File: config.mk
export PLATFORM = sky130hd
export DESIGN_NAME = mas_seq
export DESIGN_NICKNAME = d
export VERILOG_FILES = /design/src/include/mas_pkg.sv /design/src/rtl/mas_avg.sv /design/src/rtl/mas_seq.sv
export SDC_FILE = /design/constraint.sdc
export NUM_CORES = 1
export LEC_CHECK = 0
export BUFFER_PORTS_ARGS = -buffer_cell sky130_fd_sc_hd__buf_2
export CORE_ASPECT_RATIO = 0.9
export CORE_MARGIN = 2
export CORE_UTILIZATION = 50
export CTS_BUF_LIST = sky130_fd_sc_hd__clkbuf_4 sky130_fd_sc_hd__clkbuf_8
export DETAILED_ROUTE_END_ITERATION = 12
export PLACE_DENSITY = 0.74
export SLEW_MARGIN = 10
export SYNTH_ARGS = -nofsm -noshare
export SYNTH_HDL_FRONTEND = slang
export SYNTH_SLANG_ARGS = --single-unit
File: constraint.sdc
create_clock -name CLK_SYS -period 31.2 [get_ports CLK_SYS]
set_input_delay 4.68 -clock CLK_SYS [delete_from_list [all_inputs] [get_ports CLK_SYS]]
set_output_delay 4.68 -clock CLK_SYS [all_outputs]
set_load 0.01 [all_outputs]
File: src/include/mas_pkg.sv
// Constants for the monitor ADC sequencer
// How it works
// - Voltage results are compared with high/low limits; status bit 1 means out-of-limit.
// - Alert output asserts once an enabled limit-violation status bit is set.
// - Battery divider lower leg connects only while the battery channel is converted.
// - Channels are converted one after another in a repeating round-robin order.
// - Temperature and voltage results are the average of 16 conversions.
// - Battery channel is converted once, no averaging, in a 711 us slot.
// - Slot times are 9.01 ms local, 38.36 ms remote, 8.53 ms voltage.
// - Fan speed pulse inputs take no slot in the conversion sequence.
// - A set bypass bit in either bypass register routes that pin straight to ADC.
// - Bit 2 of the single-channel control register selects single-channel mode.
// - In single-channel mode only the channel in bits 7 to 3 is converted.
// - Channel codes 0 battery, 1-3 remote, 4 local, 5-14 and 16-17 voltages.
// - Single-channel mode repeats conversions on the selected channel continuously.
// - Results are 10 bits, nominal input gives code 768.
// - Status bit stays set until read, then clears only if condition has gone.
package mas_pkg;
  localparam logic [7:0] ADDR_SINGLE    = 8'h16;
  localparam logic [7:0] ADDR_BYPASS1   = 8'h18;
  localparam logic [7:0] ADDR_BYPASS2   = 8'h19;
  localparam logic [7:0] RST_SINGLE     = 8'h00;
  localparam logic [7:0] RST_BYPASS     = 8'h00;
  localparam int         SINGLE_EN_BIT  = 2;
  localparam int         SEL_LSB        = 3;
  localparam int         NUM_CHAN       = 18;
  localparam logic [4:0] CHAN_BATT      = 5'h00;
  localparam logic [4:0] CHAN_REM_FIRST = 5'h01;
  localparam logic [4:0] CHAN_REM_LAST  = 5'h03;
  localparam logic [4:0] CHAN_LOCAL     = 5'h04;
  localparam logic [4:0] CHAN_UNUSED    = 5'h0f;
  localparam logic [4:0] CHAN_LAST      = 5'h11;
  localparam int         RES_W          = 10;
  localparam logic [9:0] RES_NOMINAL    = 10'h300;
  localparam logic [4:0] AVG_COUNT      = 5'h10;
  localparam logic [4:0] BATT_COUNT     = 5'h01;
  localparam int         AVG_SHIFT      = 4;
  localparam int         CLK_PERIOD_NS  = 5;
  localparam int         T_LOCAL_NS     = 9010000;
  localparam int         T_REMOTE_NS    = 38360000;
  localparam int         T_VOLT_NS      = 8530000;
  localparam int         T_BATT_NS      = 711000;
  localparam int         CYC_LOCAL      = T_LOCAL_NS / CLK_PERIOD_NS;
  localparam int         CYC_REMOTE     = T_REMOTE_NS / CLK_PERIOD_NS;
  localparam int         CYC_VOLT       = T_VOLT_NS / CLK_PERIOD_NS;
  localparam int         CYC_BATT       = T_BATT_NS / CLK_PERIOD_NS;
endpackage : mas_pkg

File: src/rtl/mas_avg.sv
// Sample accumulator that averages conversions
`timescale 1ns/10ps
`default_nettype none
module mas_avg #(
  parameter int RES_W = 10,
  parameter int SHIFT = 4
) (
  input  wire logic             clk,
  input  wire logic             rst,
  input  wire logic             clr,
  input  wire logic             add,
  input  wire logic [RES_W-1:0] sample,
  output logic      [RES_W-1:0] avg
);
  logic [RES_W+SHIFT-1:0] acc_r;
  logic [RES_W+SHIFT-1:0] sum;

  // Running sum with the sample now on the input, so the last sample counts at once
  assign sum = acc_r + {{SHIFT{1'b0}}, sample};

  // Sum of samples since the last clear
  always_ff @(posedge clk or posedge rst) begin
    if (rst) begin
      acc_r <= '0;
    end else if (clr) begin
      acc_r <= '0;
    end else if (add) begin
      acc_r <= sum;
    end
  end

  // Division by a power of two
  assign avg = sum[RES_W+SHIFT-1:SHIFT];
endmodule : mas_avg
`default_nettype wire

File: src/rtl/mas_seq.sv
// Round-robin and single-channel sequencer for the monitor ADC
`timescale 1ns/10ps
`default_nettype none
module mas_seq #(
  parameter int unsigned CYC_LOCAL  = mas_pkg::CYC_LOCAL,
  parameter int unsigned CYC_REMOTE = mas_pkg::CYC_REMOTE,
  parameter int unsigned CYC_VOLT   = mas_pkg::CYC_VOLT,
  parameter int unsigned CYC_BATT   = mas_pkg::CYC_BATT
) (
  input  wire logic                            CLK_SYS,
  input  wire logic                            RESET,
  input  wire logic [7:0]                      REG_ADDR,
  input  wire logic [7:0]                      REG_WDATA,
  input  wire logic                            REG_WR,
  input  wire logic                            REG_RD,
  output logic      [7:0]                      REG_RDATA,
  input  wire logic [mas_pkg::NUM_CHAN-1:0]    CHAN_ENABLE,
  input  wire logic [mas_pkg::NUM_CHAN*8-1:0]  LIMIT_HIGH,
  input  wire logic [mas_pkg::NUM_CHAN*8-1:0]  LIMIT_LOW,
  input  wire logic [mas_pkg::NUM_CHAN-1:0]    ALERT_ENABLE,
  input  wire logic                            STATUS_READ,
  output logic      [mas_pkg::NUM_CHAN-1:0]    STATUS,
  output logic                                 ALERT_N,
  output logic      [4:0]                      ADC_CHAN,
  output logic                                 ADC_START,
  input  wire logic                            ADC_DONE,
  input  wire logic [mas_pkg::RES_W-1:0]       ADC_DATA,
  output logic                                 BATT_DIV_CONNECT,
  output logic      [15:0]                     DIV_BYPASS,
  output logic      [mas_pkg::RES_W-1:0]       RESULT_DATA,
  output logic      [4:0]                      RESULT_CHAN,
  output logic                                 RESULT_VALID
);
  typedef enum logic [1:0] {S_PICK, S_CONV, S_WAIT, S_HOLD} mas_state_t;

  mas_state_t                      st_r, st_nxt;
  logic [7:0]                      single_r, byp1_r, byp2_r;
  logic [4:0]                      chan_r, pick_chan, samp_r, n_start_r;
  logic                            pick_ok;
  logic [31:0]                     tmr_r;
  logic                            last_samp, publish;
  logic [mas_pkg::RES_W-1:0]       avg, result;
  logic [mas_pkg::NUM_CHAN-1:0]    status_r, cond_r, status_nxt, cond_nxt;
  logic                            oor;
  logic                            single_mode;
  logic [4:0]                      sel;

  // Classifiers for channel codes
  function automatic logic is_valid(input logic [4:0] c);
    return (c <= mas_pkg::CHAN_LAST) && (c != mas_pkg::CHAN_UNUSED);
  endfunction : is_valid

  function automatic logic is_volt(input logic [4:0] c);
    return is_valid(c) && (c == mas_pkg::CHAN_BATT || c > mas_pkg::CHAN_LOCAL);
  endfunction : is_volt

  function automatic logic [31:0] slot_len(input logic [4:0] c);
    if (c == mas_pkg::CHAN_BATT) return 32'(CYC_BATT);
    if (c == mas_pkg::CHAN_LOCAL) return 32'(CYC_LOCAL);
    if (c >= mas_pkg::CHAN_REM_FIRST && c <= mas_pkg::CHAN_REM_LAST) return 32'(CYC_REMOTE);
    return 32'(CYC_VOLT);
  endfunction : slot_len

  assign single_mode = single_r[mas_pkg::SINGLE_EN_BIT];
  assign sel         = single_r[mas_pkg::SEL_LSB+4:mas_pkg::SEL_LSB];

  // Next channel: the select code in single mode, else next enabled analog code after the current one, wrapping
  always_comb begin
    logic [4:0] c;
    c         = chan_r;
    pick_chan = chan_r;
    pick_ok   = 1'b0;
    if (single_mode) begin
      pick_chan = sel;
      pick_ok   = is_valid(sel);
    end else begin
      // Only ADC codes exist here; fan speed pulse inputs never get a slot
      for (int i = 0; i < mas_pkg::NUM_CHAN; i++) begin
        c = (c >= mas_pkg::CHAN_LAST) ? 5'h00 : 5'(c + 5'h01);
        if (!pick_ok && is_valid(c) && CHAN_ENABLE[c]) begin
          pick_chan = c;
          pick_ok   = 1'b1;
        end
      end
    end
  end

  assign last_samp = (st_r == S_WAIT) && ADC_DONE &&
                     (samp_r == ((chan_r == mas_pkg::CHAN_BATT) ? mas_pkg::BATT_COUNT : mas_pkg::AVG_COUNT));
  assign publish   = last_samp;

  // Sequencer state transitions
  always_comb begin
    st_nxt = st_r;
    unique case (st_r)
      S_PICK: if (pick_ok) st_nxt = S_CONV;
      S_CONV: st_nxt = S_WAIT;
      S_WAIT: if (ADC_DONE) st_nxt = last_samp ? S_HOLD : S_CONV;
      S_HOLD: if (tmr_r <= 32'h1) st_nxt = S_PICK;
    endcase
  end

  always_ff @(posedge CLK_SYS or posedge RESET) begin
    if (RESET) st_r <= S_PICK;
    else       st_r <= st_nxt;
  end

  // Channel latch and slot timer
  always_ff @(posedge CLK_SYS or posedge RESET) begin
    if (RESET) begin
      chan_r <= mas_pkg::CHAN_LAST;
      tmr_r  <= 32'h0;
    end else if (st_r == S_PICK && pick_ok) begin
      chan_r <= pick_chan;
      tmr_r  <= slot_len(pick_chan) - 32'h1;
    end else if (tmr_r != 32'h0) begin
      tmr_r  <= tmr_r - 32'h1;
    end
  end

  // Samples taken in the current slot
  always_ff @(posedge CLK_SYS or posedge RESET) begin
    if (RESET) samp_r <= 5'h00;
    else if (st_r == S_PICK) samp_r <= 5'h00;
    else if (st_r == S_CONV) samp_r <= 5'(samp_r + 5'h01);
  end

  // Start pulses issued in the current slot, counted apart from the sequencer for the checks
  always_ff @(posedge CLK_SYS or posedge RESET) begin
    if (RESET) n_start_r <= 5'h00;
    else if (st_r == S_PICK) n_start_r <= 5'h00;
    else if (ADC_START) n_start_r <= 5'(n_start_r + 5'h01);
  end

  // Conversion start pulse and mux select
  always_ff @(posedge CLK_SYS or posedge RESET) begin
    if (RESET) begin
      ADC_START <= 1'b0;
      ADC_CHAN  <= 5'h00;
    end else begin
      ADC_START <= (st_nxt == S_CONV);
      ADC_CHAN  <= (st_r == S_PICK && pick_ok) ? pick_chan : chan_r;
    end
  end

  mas_avg #(
    .RES_W (mas_pkg::RES_W),
    .SHIFT (mas_pkg::AVG_SHIFT)
  ) u_avg (
    .clk    (CLK_SYS),
    .rst    (RESET),
    .clr    (st_r == S_PICK),
    .add    (st_r == S_WAIT && ADC_DONE),
    .sample (ADC_DATA),
    .avg    (avg)
  );

  assign result = (chan_r == mas_pkg::CHAN_BATT) ? ADC_DATA : avg;
  assign oor    = (result[9:2] > LIMIT_HIGH[chan_r*8 +: 8]) || (result[9:2] < LIMIT_LOW[chan_r*8 +: 8]);

  // Result outputs
  always_ff @(posedge CLK_SYS or posedge RESET) begin
    if (RESET) begin
      RESULT_DATA  <= '0;
      RESULT_CHAN  <= 5'h00;
      RESULT_VALID <= 1'b0;
    end else begin
      RESULT_VALID <= publish;
      if (publish) begin
        RESULT_DATA <= result;
        RESULT_CHAN <= chan_r;
      end
    end
  end

  // Limit status: set wins over the clearing read
  always_comb begin
    cond_nxt   = cond_r;
    status_nxt = status_r;
    if (STATUS_READ) status_nxt = status_r & cond_r;
    if (publish && is_volt(chan_r)) begin
      cond_nxt[chan_r] = oor;
      if (oor) status_nxt[chan_r] = 1'b1;
    end
  end

  always_ff @(posedge CLK_SYS or posedge RESET) begin
    if (RESET) begin
      status_r <= '0;
      cond_r   <= '0;
      ALERT_N  <= 1'b1;
    end else begin
      status_r <= status_nxt;
      cond_r   <= cond_nxt;
      ALERT_N  <= ~|(status_nxt & ALERT_ENABLE);
    end
  end

  assign STATUS = status_r;

  // Battery divider connected only through the battery conversion
  assign BATT_DIV_CONNECT = (chan_r == mas_pkg::CHAN_BATT) && (st_r == S_CONV || st_r == S_WAIT);

  // Register writes; host keeps pin setup still in single mode
  always_ff @(posedge CLK_SYS or posedge RESET) begin
    if (RESET) begin
      single_r <= mas_pkg::RST_SINGLE;
      byp1_r   <= mas_pkg::RST_BYPASS;
      byp2_r   <= mas_pkg::RST_BYPASS;
    end else if (REG_WR) begin
      if (REG_ADDR == mas_pkg::ADDR_SINGLE)  single_r <= REG_WDATA;
      if (REG_ADDR == mas_pkg::ADDR_BYPASS1) byp1_r   <= REG_WDATA;
      if (REG_ADDR == mas_pkg::ADDR_BYPASS2) byp2_r   <= REG_WDATA;
    end
  end

  assign DIV_BYPASS = {byp2_r, byp1_r};

  // Register reads, unmapped read as zero
  always_ff @(posedge CLK_SYS or posedge RESET) begin
    if (RESET) begin
      REG_RDATA <= 8'h00;
    end else if (REG_RD) begin
      unique case (REG_ADDR)
        mas_pkg::ADDR_SINGLE:  REG_RDATA <= single_r;
        mas_pkg::ADDR_BYPASS1: REG_RDATA <= byp1_r;
        mas_pkg::ADDR_BYPASS2: REG_RDATA <= byp2_r;
        default:               REG_RDATA <= 8'h00;
      endcase
    end
  end
endmodule : mas_seq
`default_nettype wire

Yosys cells after proc, flatten, opt, wreduce, memory -nomap -nowiden
Cells that the tools add are included.
{"block": "word_totals", "ff_bits": 149, "inputBits": 356, "output_inout_bits": 66, "wordCells": 378}
{"block": "op_classes", "addsub": 22, "order_cmp": 64, "eq_ne": 29, "shifts": 2, "n_mux": 146, "n_bitwise": 3, "reduce_logical": 95}
{"op": "$mux W32", "count": 9}
{"op": "$shiftx A144 B9 Y8", "count": 2}
{"op": "$mux W5", "count": 41}
{"op": "$lt A5 B6 Y1 const B", "count": 19}
{"op": "$le A5 B5 Y1 const B", "count": 20}
{"op": "$ne A5 B4 Y1 const B", "count": 20}
{"op": "$add A5 B1 Y5 const B", "count": 19}
{"op": "$bmux W1 S5", "count": 18}
{"op": "$ge A5 B5 Y1 const B", "count": 18}
{"op": "$mux W1", "count": 64}
{"op": "$sub A32 B1 Y32 const B", "count": 2}
{"op": "$logic_and A1 B1 Y1", "count": 63}
{"op": "$mux W18", "count": 3}
{"op": "$and A18 B18 Y18", "count": 2}
{"op": "$le A32 B1 Y1 const B", "count": 1}
{"op": "$reduce_bool A32 Y1", "count": 1}
{"op": "$mux W14", "count": 2}
{"op": "$eq A8 B5 Y1 const B", "count": 3}
{"op": "$pmux W8 S3", "count": 1}
{"op": "$bwmux W18", "count": 1}
{"op": "$logic_not A1 Y1", "count": 18}
{"op": "$or A18 B18 Y18", "count": 1}
{"op": "$reduce_or A18 Y1", "count": 1}
{"op": "$add A14 B10 Y14", "count": 1}
{"op": "other kinds (18)", "count": 31}

Logic depth before layout (Yosys ltp)
{"block": "logic_depth", "ltp_word": 106, "ltp_mapped": 122, "ltp_nobuf": 109}

Modules after synthesis
Synthesis repeated with hierarchy kept, for this count alone.
{"block": "unflattened", "hier_cells": 2397, "hier_area_um2": 19458.7}
{"module": "mas_seq", "n_inst": 1, "cells_each": 2259, "area_per_inst_um2": 18218.7, "seq_area_each_um2": 3306.9}
{"module": "mas_avg", "n_inst": 1, "cells_each": 138, "area_per_inst_um2": 1239.9, "seq_area_each_um2": 350.3}

Least setup slack after synthesis
No wires, ideal clock.
{"block": "synth_path", "kind": "reg2reg", "from": "register ADC_CHAN[1] (netlist name)", "to": "register tmr_r[8]", "setup_time_ps": 104, "t_arrival_ps": 23911, "t_required_ps": 31096, "path_slack_ps": 7185, "path_stages_with_launch": 122, "n_path_buf": 15, "period_less_slack_ps": 24015, "cell_sequence": "dfrtp_1 > buf_6 > clkbuf_1 > inv_1 > ha_1 > nor3_1 > a21oi_1 > a21o_1 > nand2_1 > clkinv_1 > ha_1 > o21ba_2 > nand3_2 > or3_4 > o211a_4 > nor2_1 > inv_1 > ha_1 > [... 86 more ...] > or4b_4 > and3b_1 > buf_2 > a21oi_2 > a21oi_1 > a211o_1 > a31oi_4 > nand2_1 > a221o_1 > a21oi_4 > nand2_4 > inv_4 > nand2_1 > inv_1 > ha_1 > inv_1 > a211o_1 > o311ai_1"}
{"element": "end signal: assignment", "line": "mas_seq.sv:115", "rtl": "tmr_r <= slot_len(pick_chan) - 32'h1;"}
{"element": "end signal: assignment", "line": "mas_seq.sv:117", "rtl": "tmr_r <= tmr_r - 32'h1;"}
{"element": "end: declaration", "line": "mas_seq.sv:40", "rtl": "logic [31:0] tmr_r;"}

Worst setup path after layout
{"block": "layout_path", "from": "register chan_r[0]", "to": "register tmr_r[8]"}
{"block": "layout_between", "elab_chain_len": 104, "elab_cells_between_ends": 275, "classes_between": "19 x add/sub; 38 x order compare; 19 x eq/ne; 125 x mux; 74 x reduce/logical"}
{"element": "start: declaration", "line": "mas_seq.sv:38", "rtl": "logic [4:0] chan_r, pick_chan, samp_r, n_start_r;"}
{"element": "start signal: assignment", "line": "mas_seq.sv:111", "rtl": "chan_r <= mas_pkg::CHAN_LAST;"}
{"element": "start signal: assignment", "line": "mas_seq.sv:114", "rtl": "chan_r <= pick_chan;"}
{"element": "branches (longest 104 deep; another with $add A5 B1 Y5)"}
Several ways; the timed one is not identified. The select of a mux whose other input is x is not followed.
A chain may end at the register's enable or synchronous reset.

==> flow_summary.toml <==
[clocking]
cts-buffers-inserted = 17
clkTransAtPathRegs_ns = 0.10
cts_tree = "done"
cts_max_level = 4
clk_latency_ns = 0.46
clockBufferDepth = 2
clkSinkCount = 146
cts-root-buf = "clkbuf_8"

[hold_path]
holdPathStages = 0
whs_endpoint = "cond_r[4]$_DFFE_PP0P_"
hold_path_startpoint = "cond_r[4]$_DFFE_PP0P_"
hold_path_class = "flop to flop"

[setup_path]
r2r-start = "chan_r[0]$_DFF_PP1_"
worstSetupPathType = "flop to flop"
slowest_stage = "dfstp_4"
critPathLaunchType = "flop"
crit_fanout = 27
timing.reg2reg.setup_slack_ns = 2.36
path_common_cell = "ha_1"
end_kind = "flop"
required_ns = 31.57
reg2reg_to = "tmr_r[8]$_DFFE_PP0P_"
cp_data_arrival_time_ns = 29.21
cpPeakStageDelay_ns = 0.92
rr_worst_depth = 106

[sta]
hold_viol_final = 0
min_period_over_period = 0.924
relSlewSlack = 0.339
period_minus_slack_ns = 28.84
clock-skew-final_ns = 0.0197
finalSetupTns_ns = 0
setup_viol = 0
worst_pin_slew_ns = 0.978
drv_slew = 0
rsz0062_at_grt = "no"
fmax_mhz = 34.7

[logic_synthesis]
synth-async-reset-ratio = 1.00
syn_inst = 2389
ys_seq_area_frac = 0.189
synth.distinct_cells = 125
yosys_warnings = 0
ys_seq_elements = 146
avgSynthCellArea_um2 = 8.08
syn_nets = 2834
synth-edff-count = 0
synth_flop_cell = "dfrtp_1"
syn_area_um2 = 19300

[route]
drt.antenna.violating_nets = 0
viasPerCell = 6.84
wire_per_inst_um = 24.5
via_count = 22100
dr.first_iter.drc_count = 2898
remaining_drc_errors = 0
first_pass_iters = 6
routed_wl_um = 78900

[global_route]
grt_pass1_wl_um = 119000
grt_usage = 0.378
grt_pass1_vias = 20600
grt_max_degree = 75
overflow = 0
antenna_found_initial = 17

[status]
status = "finished clean"

[finish]
mostFrequentLayoutCell = "buf_2"
nets = 3153
drive_gt1_frac = 0.276
area_growth_pct = 14.4
mostFrequentLayoutCells = "buf_2 (421), nand2_1 (240), nor2_1 (227)"

[die]
placementRows = 68
dieHeight_um = 190
start_util = 0.505
io_pins = 422
core_um2 = 38200
die_w_um = 211
dieArea_um2 = 40200

[placement]
hpwl_um = 58200
port_buffers = 421
gp_congestion = 1.02

[flow_run]
max_cap_violations = 0
==> sequential cells by signal (all words and copies together), names as in the netlist <==
register and cells:
tmr_r 32, STATUS 18, cond_r 18, u_avg.acc_r 14, RESULT_DATA 10, REG_RDATA 8
byp1_r 8, byp2_r 8, single_r 8, ADC_CHAN 5, RESULT_CHAN 5, samp_r 5
chan_r 2, st_r 2, ADC_START 1, ALERT_N 1, RESULT_VALID 1
==> critical path, delay by kind of cell (launching register included) <==
kind	cells	cell delay, ns
AND/OR/NAND/NOR	41	10.26
AO/OA/AOI/OAI	28	8.40
adder cells (fa/ha/maj)	19	5.35
buffers and inverters	18	3.73
flip-flops	1	0.92
==> cells by family after synthesis <==
kind of cell | Yosys count | share of synthesized area
fa+ha+maj | 89 | 0.0581
compound gates | 770 | 0.290
flops | 146 | 0.189
buf+inv | 253 | 0.0526
mux | 223 | 0.169
xor+xnor | 62 | 0.0306
simple gates | 846 | 0.211
==> through the flow <==
step	setup WS, ns	instance area (um2)	cells	hold slack, ns	util
after floorplan	7.19	19300	2389	0.430	-
after global placement	3.53	21600	3178	0.367	0.566
after detailed placement	2.33	21600	3178	0.395	0.566
after CTS	2.23	22000	3210	0.420	0.576
after global routing	0.194	22100	3222	0.428	0.578
final	2.36	22100	3225	0.412	0.578
==> how the worst max path moves through the flow <==
stage                                  startpoint              endpoint  slack [ns]  cells past startpoint
final                         chan_r[0]$_DFF_PP1_  tmr_r[8]$_DFFE_PP0P_        2.36                    106
after global routing          chan_r[0]$_DFF_PP1_  tmr_r[8]$_DFFE_PP0P_        0.19                    106
after CTS                     chan_r[0]$_DFF_PP1_  tmr_r[8]$_DFFE_PP0P_        2.23                    106
after detailed placement      chan_r[0]$_DFF_PP1_  tmr_r[8]$_DFFE_PP0P_        2.33                    106
after global placement        chan_r[0]$_DFF_PP1_  tmr_r[8]$_DFFE_PP0P_        3.53                    106
after floorplan           ADC_CHAN[1]$_DFFE_PP0P_  tmr_r[8]$_DFFE_PP0P_        7.19                    121
==> cell type report <==
class,count,area [um2]
clock buffer,20,263
multi-input combinational,1990,14600
timing repair buffer,447,2320
antenna,14,35.0
clock inverter,12,145
tap,490,613
sequential,146,3670
fill,3509,16100
inverter,106,405
==> layer usage <==
layer / global-route usage / up-vias / wire [um]
li1: - / 9793 / -
met1: 0.494 / 10500 / 30900
met2: 0.593 / 1432 / 35500
met3: 0.0728 / 310 / 8100
met4: 0.199 / 4 / 4390
met5: 0 / - / 32
==> Yosys cell counts, drive strengths merged (21+ instances only) <==
library cell / n / area (um2)
nand2: 243 / 922
nor2: 234 / 915
o21ai: 180 / 905
a21oi: 159 / 856
dfrtp: 143 / 3580
clkbuf: 103 / 387
inv: 101 / 382
mux2: 89 / 1000
ha: 88 / 1100
nand3: 88 / 450
mux4: 73 / 1640
nor3: 71 / 375
mux2i: 61 / 611
buf: 44 / 228
xnor2: 44 / 400
a211oi: 43 / 375
o211ai: 38 / 295
nor4: 36 / 231
a31oi: 29 / 224
nand4: 28 / 175
a21o: 25 / 189
and3: 25 / 156
or3: 22 / 143
a22oi: 21 / 158
==> repair_timing <==
item	in CTS	in global routing
setup buffers	0	1
resized for setup	0	2
hold buffers	0	0
endpoints found under the setup margin	0	24
Power is not shown: default switching activity piles up to over one toggle a cycle in this logic, so the estimate is an artifact.
